<file path="config.mk">
export PLATFORM = sky130hd
export DESIGN_NAME = pwmc_top
export DESIGN_NICKNAME = d
export VERILOG_FILES = /design/src/pwmc_pkg.sv /design/src/pwmc_edge_if.sv /design/src/pwmc_top.sv /design/src/pwmc_edge_sampler.sv
export SDC_FILE = /design/constraint.sdc
export NUM_CORES = 1
export LEC_CHECK = 0
export BUFFER_PORTS_ARGS = -buffer_cell sky130_fd_sc_hd__buf_4
export CORE_MARGIN = 3
export CORE_UTILIZATION = 30
export CTS_CLUSTER_DIAMETER = 150
export DETAILED_ROUTE_END_ITERATION = 10
export GPL_TIMING_DRIVEN = 0
export SETUP_SLACK_MARGIN = 0.05
export SLEW_MARGIN = 20
export SYNTH_ARGS = -nofsm -noshare
export SYNTH_HDL_FRONTEND = slang
export SYNTH_SLANG_ARGS = --single-unit
</file>
<file path="constraint.sdc">
create_clock -name clock -period 4.5 [get_ports clock]
set_input_delay 0.9 -clock clock [delete_from_list [all_inputs] [get_ports clock]]
set_output_delay 0.9 -clock clock [all_outputs]
set_load 0.02 [all_outputs]
</file>
<file path="src/pwmc_pkg.sv">
// Constants shared by the pulse width measurement channel.
package pwmc_pkg;
  localparam int DATA_W = 16;
  localparam int ADDR_W = 4;
  localparam int CNT_W = 16;

  // Register word offsets.
  localparam logic [3:0] OFS_MODE = 4'h0;
  localparam logic [3:0] OFS_TRIG = 4'h1;
  localparam logic [3:0] OFS_CAPT = 4'h2;
  localparam logic [3:0] OFS_COUNT = 4'h3;
  localparam logic [3:0] OFS_STATUS = 4'h4;
  localparam logic [3:0] OFS_OUT_VAL = 4'h5;
  localparam logic [3:0] OFS_OUT_EN = 4'h6;
  localparam logic [3:0] OFS_OUT_LVL = 4'h7;
  localparam logic [3:0] OFS_OUT_MODE = 4'h8;
  localparam logic [3:0] OFS_UNIT = 4'h9;
  localparam logic [3:0] OFS_NFEN = 4'hA;
  localparam logic [3:0] OFS_ISC = 4'hB;

  // Field positions in channel_mode_config.
  localparam int MODE_CKS_HI = 15;
  localparam int MODE_CKS_LO = 14;
  localparam int MODE_CCS = 12;
  localparam int MODE_STS_HI = 10;
  localparam int MODE_STS_LO = 8;
  localparam int MODE_CIS_HI = 7;
  localparam int MODE_CIS_LO = 6;
  localparam int MODE_MD_HI = 3;
  localparam int MODE_MD_LO = 1;
  localparam int MODE_MD0 = 0;

  // Bit positions in other registers.
  localparam int TRIG_START = 0;
  localparam int TRIG_STOP = 1;
  localparam int STATUS_OVF = 0;
  localparam int UNIT_EN = 0;
  localparam int ISC_LIN = 1;

  // Field codes.
  localparam logic [2:0] MD_CAPTURE_ONE = 3'h6;
  localparam logic [2:0] STS_PIN_EDGE = 3'h2;
  localparam logic [1:0] CIS_LOW_WIDTH = 2'h2;
  localparam logic [1:0] CIS_HIGH_WIDTH = 2'h3;
  localparam logic [1:0] CKS_A = 2'h0;
  localparam logic [1:0] CKS_C = 2'h1;
  localparam logic [1:0] CKS_B = 2'h2;
  localparam logic [1:0] CKS_D = 2'h3;

  localparam logic [15:0] MODE_RESET = 16'h0000;
  localparam logic [15:0] CNT_MAX = 16'hFFFF;
  localparam logic [15:0] CNT_ZERO = 16'h0000;
  localparam logic [15:0] CNT_ONE = 16'h0001;

  typedef enum logic [1:0] {
    PWMC_STOPPED = 2'h0,
    PWMC_WAIT_START = 2'h1,
    PWMC_COUNTING = 2'h3
  } pwmc_state_e;
endpackage

</file>
<file path="src/pwmc_edge_if.sv">
// Interface between the channel control and its input edge sampler.
`timescale 1ns/1ps
interface pwmc_edge_if;
  logic op_tick;
  logic filter_en;
  logic level;
  logic rise;
  logic fall;
  modport ctrl (output op_tick, output filter_en, input level, input rise, input fall);
  modport smp (input op_tick, input filter_en, output level, output rise, output fall);
endinterface

</file>
<file path="src/pwmc_top.sv">
// Timer channel measuring the high or low width of an input pulse.
//
// Notes on behaviour
// Width equals period times overflow-extended capture plus one.
// Input sampled on operating clock; one tick error.
// Counter counts up in capture one-count mode.
// Mode 110B; start interrupt only when bit set.
// Start trigger sets enable, waits start edge.
// Start edge clears counter, counts per tick.
// Capture edge stores count, pulses interrupt together.
// Each capture rewrites overflow flag from measurement.
// Counter stops at capture plus one, rewaits.
// Multiple wraps still only set the flag.
// Edge select 10B low, 11B high, live.
// Start trigger ignored while channel is enabled.
// Software selects pin edge as start trigger.
// Clock select A, B; C, D odd channels; code gives C, D to channels 1 and 3 only.
// Software keeps master and split bits zero.
// Software keeps timer output bits zero.
// Unit disabled: cleared, writes ignored; enable starts stopped.
// Route bit selects serial receive for LIN.
// Stop trigger clears enable, holds count, flag.
// Software sets noise filter before starting.
// Counter wraps at maximum; wrap is overflow.
//
// Design decisions made here: the plain strobed port and the placing of the registers.
`timescale 1ns/1ps
module pwmc_top #(
  parameter int CHANNEL_ID = 1
) (
  input wire logic clock,
  input wire logic rstn,
  input wire logic timer_input_pin,
  input wire logic serial_receive_input,
  input wire logic prescaled_clock_a,
  input wire logic prescaled_clock_b,
  input wire logic prescaled_clock_c,
  input wire logic prescaled_clock_d,
  input wire logic [pwmc_pkg::ADDR_W-1:0] addr,
  input wire logic [pwmc_pkg::DATA_W-1:0] wdata,
  input wire logic wr,
  input wire logic rd,
  output logic [pwmc_pkg::DATA_W-1:0] rdata,
  output logic channel_interrupt,
  output logic channel_enable_status
);
  logic rst_meta_r;
  logic rst_n_r;
  logic unit_en_r;
  logic [15:0] mode_r;
  logic [7:0] out_val_r;
  logic [7:0] out_en_r;
  logic [7:0] out_lvl_r;
  logic [7:0] out_mode_r;
  logic [7:0] nfen_r;
  logic [7:0] isc_r;
  logic [pwmc_pkg::CNT_W-1:0] count_r;
  logic [pwmc_pkg::CNT_W-1:0] capt_r;
  logic ovf_run_r;
  logic ovf_flag_r;
  logic irq_r;
  logic [pwmc_pkg::DATA_W-1:0] rdata_r;
  pwmc_pkg::pwmc_state_e state_r;
  logic wr_ok;
  logic start_req;
  logic stop_req;
  logic op_tick;
  logic count_tick;
  logic mode_ok;
  logic start_edge;
  logic capt_edge;
  logic [1:0] cks;
  logic [1:0] cis;
  logic raw_in;
  logic odd_channel;

  pwmc_edge_if edge_io ();

  // Reset is released through two flops so that all logic leaves reset on one edge.
  always_ff @(posedge clock or negedge rstn)
  begin
    if (!rstn)
    begin
      rst_meta_r <= 1'b0;
      rst_n_r <= 1'b0;
    end
    else
    begin
      rst_meta_r <= 1'b1;
      rst_n_r <= rst_meta_r;
    end
  end

  // Selected edge for a given edge-select code; only both-edge codes measure.
  function automatic logic sel_edge(input logic [1:0] code, input logic rise, input logic fall, input logic is_start);
    logic r;
    r = 1'b0;
    if (code == pwmc_pkg::CIS_HIGH_WIDTH)
    begin
      r = is_start ? rise : fall;
    end
    else if (code == pwmc_pkg::CIS_LOW_WIDTH)
    begin
      r = is_start ? fall : rise;
    end
    return r;
  endfunction

  // Writes reach channel registers only while the unit is enabled.
  assign wr_ok = wr && unit_en_r;
  assign start_req = wr_ok && (addr == pwmc_pkg::OFS_TRIG) && wdata[pwmc_pkg::TRIG_START];
  assign stop_req = wr_ok && (addr == pwmc_pkg::OFS_TRIG) && wdata[pwmc_pkg::TRIG_STOP];

  assign cks = mode_r[pwmc_pkg::MODE_CKS_HI:pwmc_pkg::MODE_CKS_LO];
  assign cis = mode_r[pwmc_pkg::MODE_CIS_HI:pwmc_pkg::MODE_CIS_LO];
  assign odd_channel = (CHANNEL_ID == 1) || (CHANNEL_ID == 3);

  // Clocks C and D exist only for channels 1 and 3; elsewhere those codes give no ticks.
  always_comb
  begin
    op_tick = 1'b0;
    unique case (cks)
      pwmc_pkg::CKS_A: op_tick = prescaled_clock_a;
      pwmc_pkg::CKS_B: op_tick = prescaled_clock_b;
      pwmc_pkg::CKS_C: op_tick = odd_channel && prescaled_clock_c;
      pwmc_pkg::CKS_D: op_tick = odd_channel && prescaled_clock_d;
    endcase
  end

  // Count clock source 0 counts on the operating clock; the other source is unused here.
  assign count_tick = unit_en_r && op_tick && !mode_r[pwmc_pkg::MODE_CCS];

  // The measuring sequence runs only in capture one-count mode with the pin edge as trigger.
  assign mode_ok = (mode_r[pwmc_pkg::MODE_MD_HI:pwmc_pkg::MODE_MD_LO] == pwmc_pkg::MD_CAPTURE_ONE)
                   && (mode_r[pwmc_pkg::MODE_STS_HI:pwmc_pkg::MODE_STS_LO] == pwmc_pkg::STS_PIN_EDGE);

  // Edge select is read live, so a change while running applies to the next edge.
  assign start_edge = mode_ok && sel_edge(cis, edge_io.rise, edge_io.fall, 1'b1);
  assign capt_edge = mode_ok && sel_edge(cis, edge_io.rise, edge_io.fall, 1'b0);

  // The LIN route bit swaps the pin for the serial receive line ahead of the synchroniser.
  assign raw_in = isc_r[pwmc_pkg::ISC_LIN] ? serial_receive_input : timer_input_pin;
  assign edge_io.op_tick = unit_en_r && op_tick;
  assign edge_io.filter_en = nfen_r[CHANNEL_ID];

  pwmc_edge_sampler u_sampler (
    .clock(clock),
    .rst_n(rst_n_r),
    .raw_in(raw_in),
    .edge_io(edge_io)
  );

  // Unit enable is always writable; turning it off initialises every channel register.
  always_ff @(posedge clock or negedge rst_n_r)
  begin
    if (!rst_n_r)
    begin
      unit_en_r <= 1'b0;
    end
    else if (wr && (addr == pwmc_pkg::OFS_UNIT))
    begin
      unit_en_r <= wdata[pwmc_pkg::UNIT_EN];
    end
  end

  // Configuration registers; output bits are stored but never drive a pin.
  always_ff @(posedge clock or negedge rst_n_r)
  begin
    if (!rst_n_r)
    begin
      mode_r <= pwmc_pkg::MODE_RESET;
      out_val_r <= 8'h00;
      out_en_r <= 8'h00;
      out_lvl_r <= 8'h00;
      out_mode_r <= 8'h00;
      nfen_r <= 8'h00;
      isc_r <= 8'h00;
    end
    else if (!unit_en_r)
    begin
      mode_r <= pwmc_pkg::MODE_RESET;
      out_val_r <= 8'h00;
      out_en_r <= 8'h00;
      out_lvl_r <= 8'h00;
      out_mode_r <= 8'h00;
      nfen_r <= 8'h00;
      isc_r <= 8'h00;
    end
    else if (wr_ok)
    begin
      unique case (addr)
        pwmc_pkg::OFS_MODE: mode_r <= wdata;
        pwmc_pkg::OFS_OUT_VAL: out_val_r <= wdata[7:0];
        pwmc_pkg::OFS_OUT_EN: out_en_r <= wdata[7:0];
        pwmc_pkg::OFS_OUT_LVL: out_lvl_r <= wdata[7:0];
        pwmc_pkg::OFS_OUT_MODE: out_mode_r <= wdata[7:0];
        pwmc_pkg::OFS_NFEN: nfen_r <= wdata[7:0];
        pwmc_pkg::OFS_ISC: isc_r <= wdata[7:0];
        default: mode_r <= mode_r;
      endcase
    end
  end

  // Channel sequence: stopped, waiting for the start edge, counting until the capture edge.
  always_ff @(posedge clock or negedge rst_n_r)
  begin
    if (!rst_n_r)
    begin
      state_r <= pwmc_pkg::PWMC_STOPPED;
    end
    else if (!unit_en_r)
    begin
      state_r <= pwmc_pkg::PWMC_STOPPED;
    end
    else if (stop_req)
    begin
      state_r <= pwmc_pkg::PWMC_STOPPED;
    end
    else
    begin
      unique case (state_r)
        pwmc_pkg::PWMC_STOPPED:
        begin
          // A start while already enabled cannot reach here, so it is ignored.
          if (start_req)
          begin
            state_r <= pwmc_pkg::PWMC_WAIT_START;
          end
        end
        pwmc_pkg::PWMC_WAIT_START:
        begin
          if (start_edge)
          begin
            state_r <= pwmc_pkg::PWMC_COUNTING;
          end
        end
        pwmc_pkg::PWMC_COUNTING:
        begin
          if (capt_edge)
          begin
            state_r <= pwmc_pkg::PWMC_WAIT_START;
          end
        end
        default: state_r <= pwmc_pkg::PWMC_STOPPED;
      endcase
    end
  end

  assign channel_enable_status = (state_r != pwmc_pkg::PWMC_STOPPED);

  // Up counter; a capture in the same cycle as a tick still captures the value before the step.
  always_ff @(posedge clock or negedge rst_n_r)
  begin
    if (!rst_n_r)
    begin
      count_r <= pwmc_pkg::CNT_ZERO;
      ovf_run_r <= 1'b0;
    end
    else if (!unit_en_r)
    begin
      count_r <= pwmc_pkg::CNT_ZERO;
      ovf_run_r <= 1'b0;
    end
    else if (stop_req)
    begin
      count_r <= count_r;
    end
    else if ((state_r == pwmc_pkg::PWMC_WAIT_START) && start_edge)
    begin
      count_r <= pwmc_pkg::CNT_ZERO;
      ovf_run_r <= 1'b0;
    end
    else if (state_r == pwmc_pkg::PWMC_COUNTING)
    begin
      if (capt_edge)
      begin
        count_r <= count_r + pwmc_pkg::CNT_ONE;
      end
      else if (count_tick)
      begin
        count_r <= count_r + pwmc_pkg::CNT_ONE;
        if (count_r == pwmc_pkg::CNT_MAX)
        begin
          // Sticky for the whole measurement, however many wraps follow.
          ovf_run_r <= 1'b1;
        end
      end
    end
  end

  // Capture data and overflow flag together give the width in count periods.
  always_ff @(posedge clock or negedge rst_n_r)
  begin
    if (!rst_n_r)
    begin
      capt_r <= pwmc_pkg::CNT_ZERO;
      ovf_flag_r <= 1'b0;
    end
    else if (!unit_en_r)
    begin
      capt_r <= pwmc_pkg::CNT_ZERO;
      ovf_flag_r <= 1'b0;
    end
    else if ((state_r == pwmc_pkg::PWMC_COUNTING) && capt_edge && !stop_req)
    begin
      capt_r <= count_r;
      ovf_flag_r <= ovf_run_r;
    end
  end

  // Interrupt pulses on capture, and on start only when the start-interrupt bit is set.
  always_ff @(posedge clock or negedge rst_n_r)
  begin
    if (!rst_n_r)
    begin
      irq_r <= 1'b0;
    end
    else if (!unit_en_r || stop_req)
    begin
      irq_r <= 1'b0;
    end
    else
    begin
      irq_r <= ((state_r == pwmc_pkg::PWMC_COUNTING) && capt_edge)
               || ((state_r == pwmc_pkg::PWMC_WAIT_START) && start_edge
                   && mode_r[pwmc_pkg::MODE_MD0]);
    end
  end

  assign channel_interrupt = irq_r;

  // Read port answers one cycle after the strobe; unmapped words read zero.
  always_ff @(posedge clock or negedge rst_n_r)
  begin
    if (!rst_n_r)
    begin
      rdata_r <= 16'h0000;
    end
    else if (rd)
    begin
      unique case (addr)
        pwmc_pkg::OFS_MODE: rdata_r <= mode_r;
        pwmc_pkg::OFS_TRIG: rdata_r <= {15'h0000, channel_enable_status};
        pwmc_pkg::OFS_CAPT: rdata_r <= capt_r;
        pwmc_pkg::OFS_COUNT: rdata_r <= count_r;
        pwmc_pkg::OFS_STATUS: rdata_r <= {15'h0000, ovf_flag_r};
        pwmc_pkg::OFS_OUT_VAL: rdata_r <= {8'h00, out_val_r};
        pwmc_pkg::OFS_OUT_EN: rdata_r <= {8'h00, out_en_r};
        pwmc_pkg::OFS_OUT_LVL: rdata_r <= {8'h00, out_lvl_r};
        pwmc_pkg::OFS_OUT_MODE: rdata_r <= {8'h00, out_mode_r};
        pwmc_pkg::OFS_UNIT: rdata_r <= {15'h0000, unit_en_r};
        pwmc_pkg::OFS_NFEN: rdata_r <= {8'h00, nfen_r};
        pwmc_pkg::OFS_ISC: rdata_r <= {8'h00, isc_r};
        default: rdata_r <= 16'h0000;
      endcase
    end
    else
    begin
      rdata_r <= 16'h0000;
    end
  end

  assign rdata = rdata_r;
endmodule

</file>
<file path="src/pwmc_edge_sampler.sv">
// Input synchroniser, operating clock sampler, noise filter and edge detector.
`timescale 1ns/1ps
module pwmc_edge_sampler (
  input wire logic clock,
  input wire logic rst_n,
  input wire logic raw_in,
  pwmc_edge_if.smp edge_io
);
  logic meta_r;
  logic sync_r;
  logic samp_r;
  logic level_r;
  logic rise_r;
  logic fall_r;

  // The first flop is read only by the second one.
  always_ff @(posedge clock or negedge rst_n)
  begin
    if (!rst_n)
    begin
      meta_r <= 1'b0;
      sync_r <= 1'b0;
    end
    else
    begin
      meta_r <= raw_in;
      sync_r <= meta_r;
    end
  end

  // The pin is only looked at on operating clock ticks, so a width is quantised to one tick.
  // With the filter on, a level must be seen on two ticks running before it is accepted.
  always_ff @(posedge clock or negedge rst_n)
  begin
    if (!rst_n)
    begin
      samp_r <= 1'b0;
      level_r <= 1'b0;
      rise_r <= 1'b0;
      fall_r <= 1'b0;
    end
    else
    begin
      rise_r <= 1'b0;
      fall_r <= 1'b0;
      if (edge_io.op_tick)
      begin
        samp_r <= sync_r;
        if (!edge_io.filter_en || (samp_r == sync_r))
        begin
          level_r <= sync_r;
          rise_r <= sync_r && !level_r;
          fall_r <= !sync_r && level_r;
        end
      end
    end
  end

  assign edge_io.level = level_r;
  assign edge_io.rise = rise_r;
  assign edge_io.fall = fall_r;
endmodule

</file>
==> run summary <==
The flow ran to the end, and the final reports show no timing, DRC or antenna violations. Subtracting the final worst setup slack from the clock period gives 3.00 ns. The fraction of registers with async set or reset after synthesis came out at 100%. For this run the aggregate overflow at the end of global routing stands at 0. The number of endpoints with negative hold slack in the final report is 0. For flop-to-flop paths, the worst setup slack is 2.00 ns.

The critical path's largest stage delay works out to 0.88 ns. The initial antenna violation count is 0. The tools report the terminus of the critical flop-to-flop path as count_r[15]. Counting buffers and inverters, the worst setup path is 7 cells deep. The number of remaining DRC errors was 0.

In this run the standard cell core region covers 19800 um2. The filler cell count was 1969; the final non-filler cell area was 7560 um2. The run gives 954 as the post-layout instance count excluding filler cells.

In this run the power density over the cells is 402 nW/um2. Once placement completed, the tool counted placed cells totaling 922. The number of placement rows is 51.

The H-tree was split into 4 levels. The antenna diode instance count was 0; the count of maximum capacitance violations was 0. The cell sitting at the root of the clock tree is a clkbuf_16. The die is 150 um wide. Once placement finished, the instance area stood at 6920 um2. The number of pins exceeding their max-slew limit in the final report was 0; the first-pass GRT wire length was 30.2 mm.

Measured against its own limit, the worst slew margin works out to 29.3%. By area the synthesized netlist is led by dfrtp_1 (51%), a21boi_0 (5.9%), nand2_1 (5.1%), mux2i_1 (3.4%), a22o_1 (2.8%). The library cell appearing most often on the critical path is clkbuf_1. The highest fanout seen on the critical path came out at 10.

In the synthesized netlist, the number of instances is 609. The worst register-to-register path begins at mode_r[6]. In the synthesized netlist, the cells that appear most often are dfrtp_1 (126), nand2_1 (84), a21boi_0 (49).

The average instance area after synthesis was 10.2 um2. Between clock sinks in the finished design, the worst skew comes to 0.00805 ns. TritonCTS built the clock tree.

Counting the buffers created by CTS gives 17. The setup path with the least slack is of type in2reg. Entering global routing, the biggest net connects 55 pins. Of the post-synthesis cell area, the dominant cell type holds 51.0%. In the final design database the tool counted 707 nets. The clock net in this run drives a total of 126 sinks. Per-cell routed wire length: 20.1 um. The signal on the critical path passes through buf_4 > clkbuf_1 > nand2b_1 > nor3b_1 > clkbuf_1 > a22oi_1 > a31oi_1. The biggest area consumer among synthesized cells is dfrtp_1. The logs give 0 for the number of failing setup endpoints in the final timing report and 48 for the number of I/O pins.

The count of nets left with antenna violations once routing finished came out at 0. The height of the chip came out at 150 um. After detailed routing, the total wire length is 19.2 mm. The analysis attributes to cell leakage a power of 3.07 nW. For the initial core utilization, the log shows 31.2%.

Setup repair after global routing left no endpoint under its margin. The number of enable flip-flop cells after synthesis came out at 0. The number of buffer and inverter stages on the critical path is 3.

The leading register cell type out of synthesis is dfrtp_1. After clock tree synthesis, the clock-pin slew on the worst setup and hold paths is 0.06 ns. The first TritonRoute pass finished after 5 iterations. Summing over every cut layer, the via total after detailed routing is 5255. The initial DRC count came out at 608. From synthesis to final layout, the design area changed by 22.2%. Yosys printed 0 warnings. The share of the Yosys chip area taken by registers is 51.0%.

Number of global-route vias before repair: 5124. Adding up every negative setup slack in the final design gives 0 ns. STA classifies the critical path endpoint as a flop. The tools report the kind of launch point of the worst setup path as an input port.

The count of instances resized after the clock tree is built came out at 0. Data arrives at the worst endpoint at 3.33 ns. The kind of cell with the highest combined delay on the critical path is simple AND/OR/NAND/NOR gates.

The synthesized flop and latch total was 126; the area of the mapped netlist was 6180 um2. After synthesis, the netlist uses 61 different library cells. The portion of the clock cycle consumed by the worst path in the final layout is 66.8%.

The dominant cell by count in the synthesized netlist is dfrtp_1. In this run the tool buffered the top-level ports with 46 buffer cells. The half-perimeter wire length after placement was 13.5 mm; the number of buffers inserted for hold repair after clock tree synthesis was 0. The number of setup buffers added after CTS is 0. In the final layout, the share of cells above drive strength 1 is 15.1%. The fmax is 333 MHz. VDD sags by at most 265 uV. The die covers 22400 um2. The master of the slowest instance on the critical path is nor3b_1.

The clock passes through at most 2 buffers. At the end of routability-driven placement, the weighted congestion stood at 0.964. At the worst endpoint, the required time is 4.83 ns. Count of cells along the worst register-to-register path: 7. Worst min-delay path category: reg2async. At the pin with the least slew margin, the transition time is 1.06 ns. The number of nets handed over by synthesis was 640. The later pin in the worst-skew pair is clocked with a latency of 0.42 ns. The detail-routed via count per cell came out at 5.51. Across every metal layer, demand over resource in global routing totals 17.6%.
-- where the power goes --
part	leakage (nW)	internal, W	switching (W)	total [W]
sequential	1.74	0.00116	0.0000415	0.00121
combinational	1.02	0.000126	0.000225	0.000351
clock	0.313	0.000957	0.000527	0.00148
total	3.07	0.00225	0.000794	0.00304
-- flip-flops by register name, summed over array words and instances (netlist names), 2 cells and up --
register    flops
out_en_r        8
count_r        16
out_val_r       8
nfen_r          8
mode_r         16
capt_r         16
rdata          16
isc_r           8
out_lvl_r       8
out_mode_r      8
state_r         2
-- how the worst max path moves through the flow --
stage	start	endpoint	slack [ns]
floorplan	rst_n_r	capt_r[0]	0.73
global placement	rst_n_r	out_mode_r[6]	-0.90
detailed placement	addr[3]	rdata[3]	1.19
CTS	addr[3]	rdata[3]	1.63
global route	addr[3]	rdata[3]	1.41
finish	addr[3]	rdata[3]	1.50
-- placed cells by master (no fill, tap or decap), types with 10 or more instances in the layout --
cell type,Yosys,layout
mux2i_1,21,21
a21boi_0,49,49
nand2_1,84,84
nor2b_1,22,22
a21oi_1,22,22
a22oi_1,11,11
clkbuf_1,33,33
o21ai_0,23,23
a22o_1,20,20
o31ai_1,10,10
nand3_1,29,29
nor2_1,23,23
clkbuf_16,0,17
nor3_1,11,11
buf_4,0,46
dfrtp_1,126,125
-- layer usage --
layer	GRT usage [%]	routed length [um]
met1	25.5	8670
met2	26.4	8830
met3	3.54	1290
met4	6.09	410
met5	0	0
-- layout make-up --
cell class / count / area, um2 / area share, %
repair buffers: 48 / 400 / 5.30
flip-flops and latches: 126 / 3160 / 41.8
multi-input cells: 435 / 2830 / 37.5
clock buffers: 19 / 453 / 5.99
well taps: 265 / 332 / 4.39
inverters: 3 / 11.3 / 0.149
plain buffers: 45 / 186 / 2.47
clock inverters: 13 / 186 / 2.47
-- stage by stage --
stage | total power, W | worst slack (ns) | utilization [%] | hold slack [ns]
final | 0.00304 | 1.50 | 38.1 | 0.223
after global routing | 0.00316 | 1.41 | 38.1 | 0.234
after CTS | 0.00306 | 1.63 | 38.1 | 0.228
after detailed placement | 0.00157 | 1.19 | 34.9 | 0.230
after global placement | 0.00156 | -0.904 | 34.6 | 0.335
after floorplan | 0.00143 | 0.730 | - | 0.331
-- logic make-up (layout without fill, tap and decap cells) --
family	Yosys count	after routing	share of synthesized area [%]
compound gates	185	185	22.2
buf+inv	48	128	3.20
other cells	1	1	0.0606
fa+ha+maj	1	1	0.202
simple gates	217	217	17.8
flops	126	126	51.0
xor+xnor	1	1	0.142
mux	30	30	5.40
No activity file was read; power rests on OpenSTA's default activity.
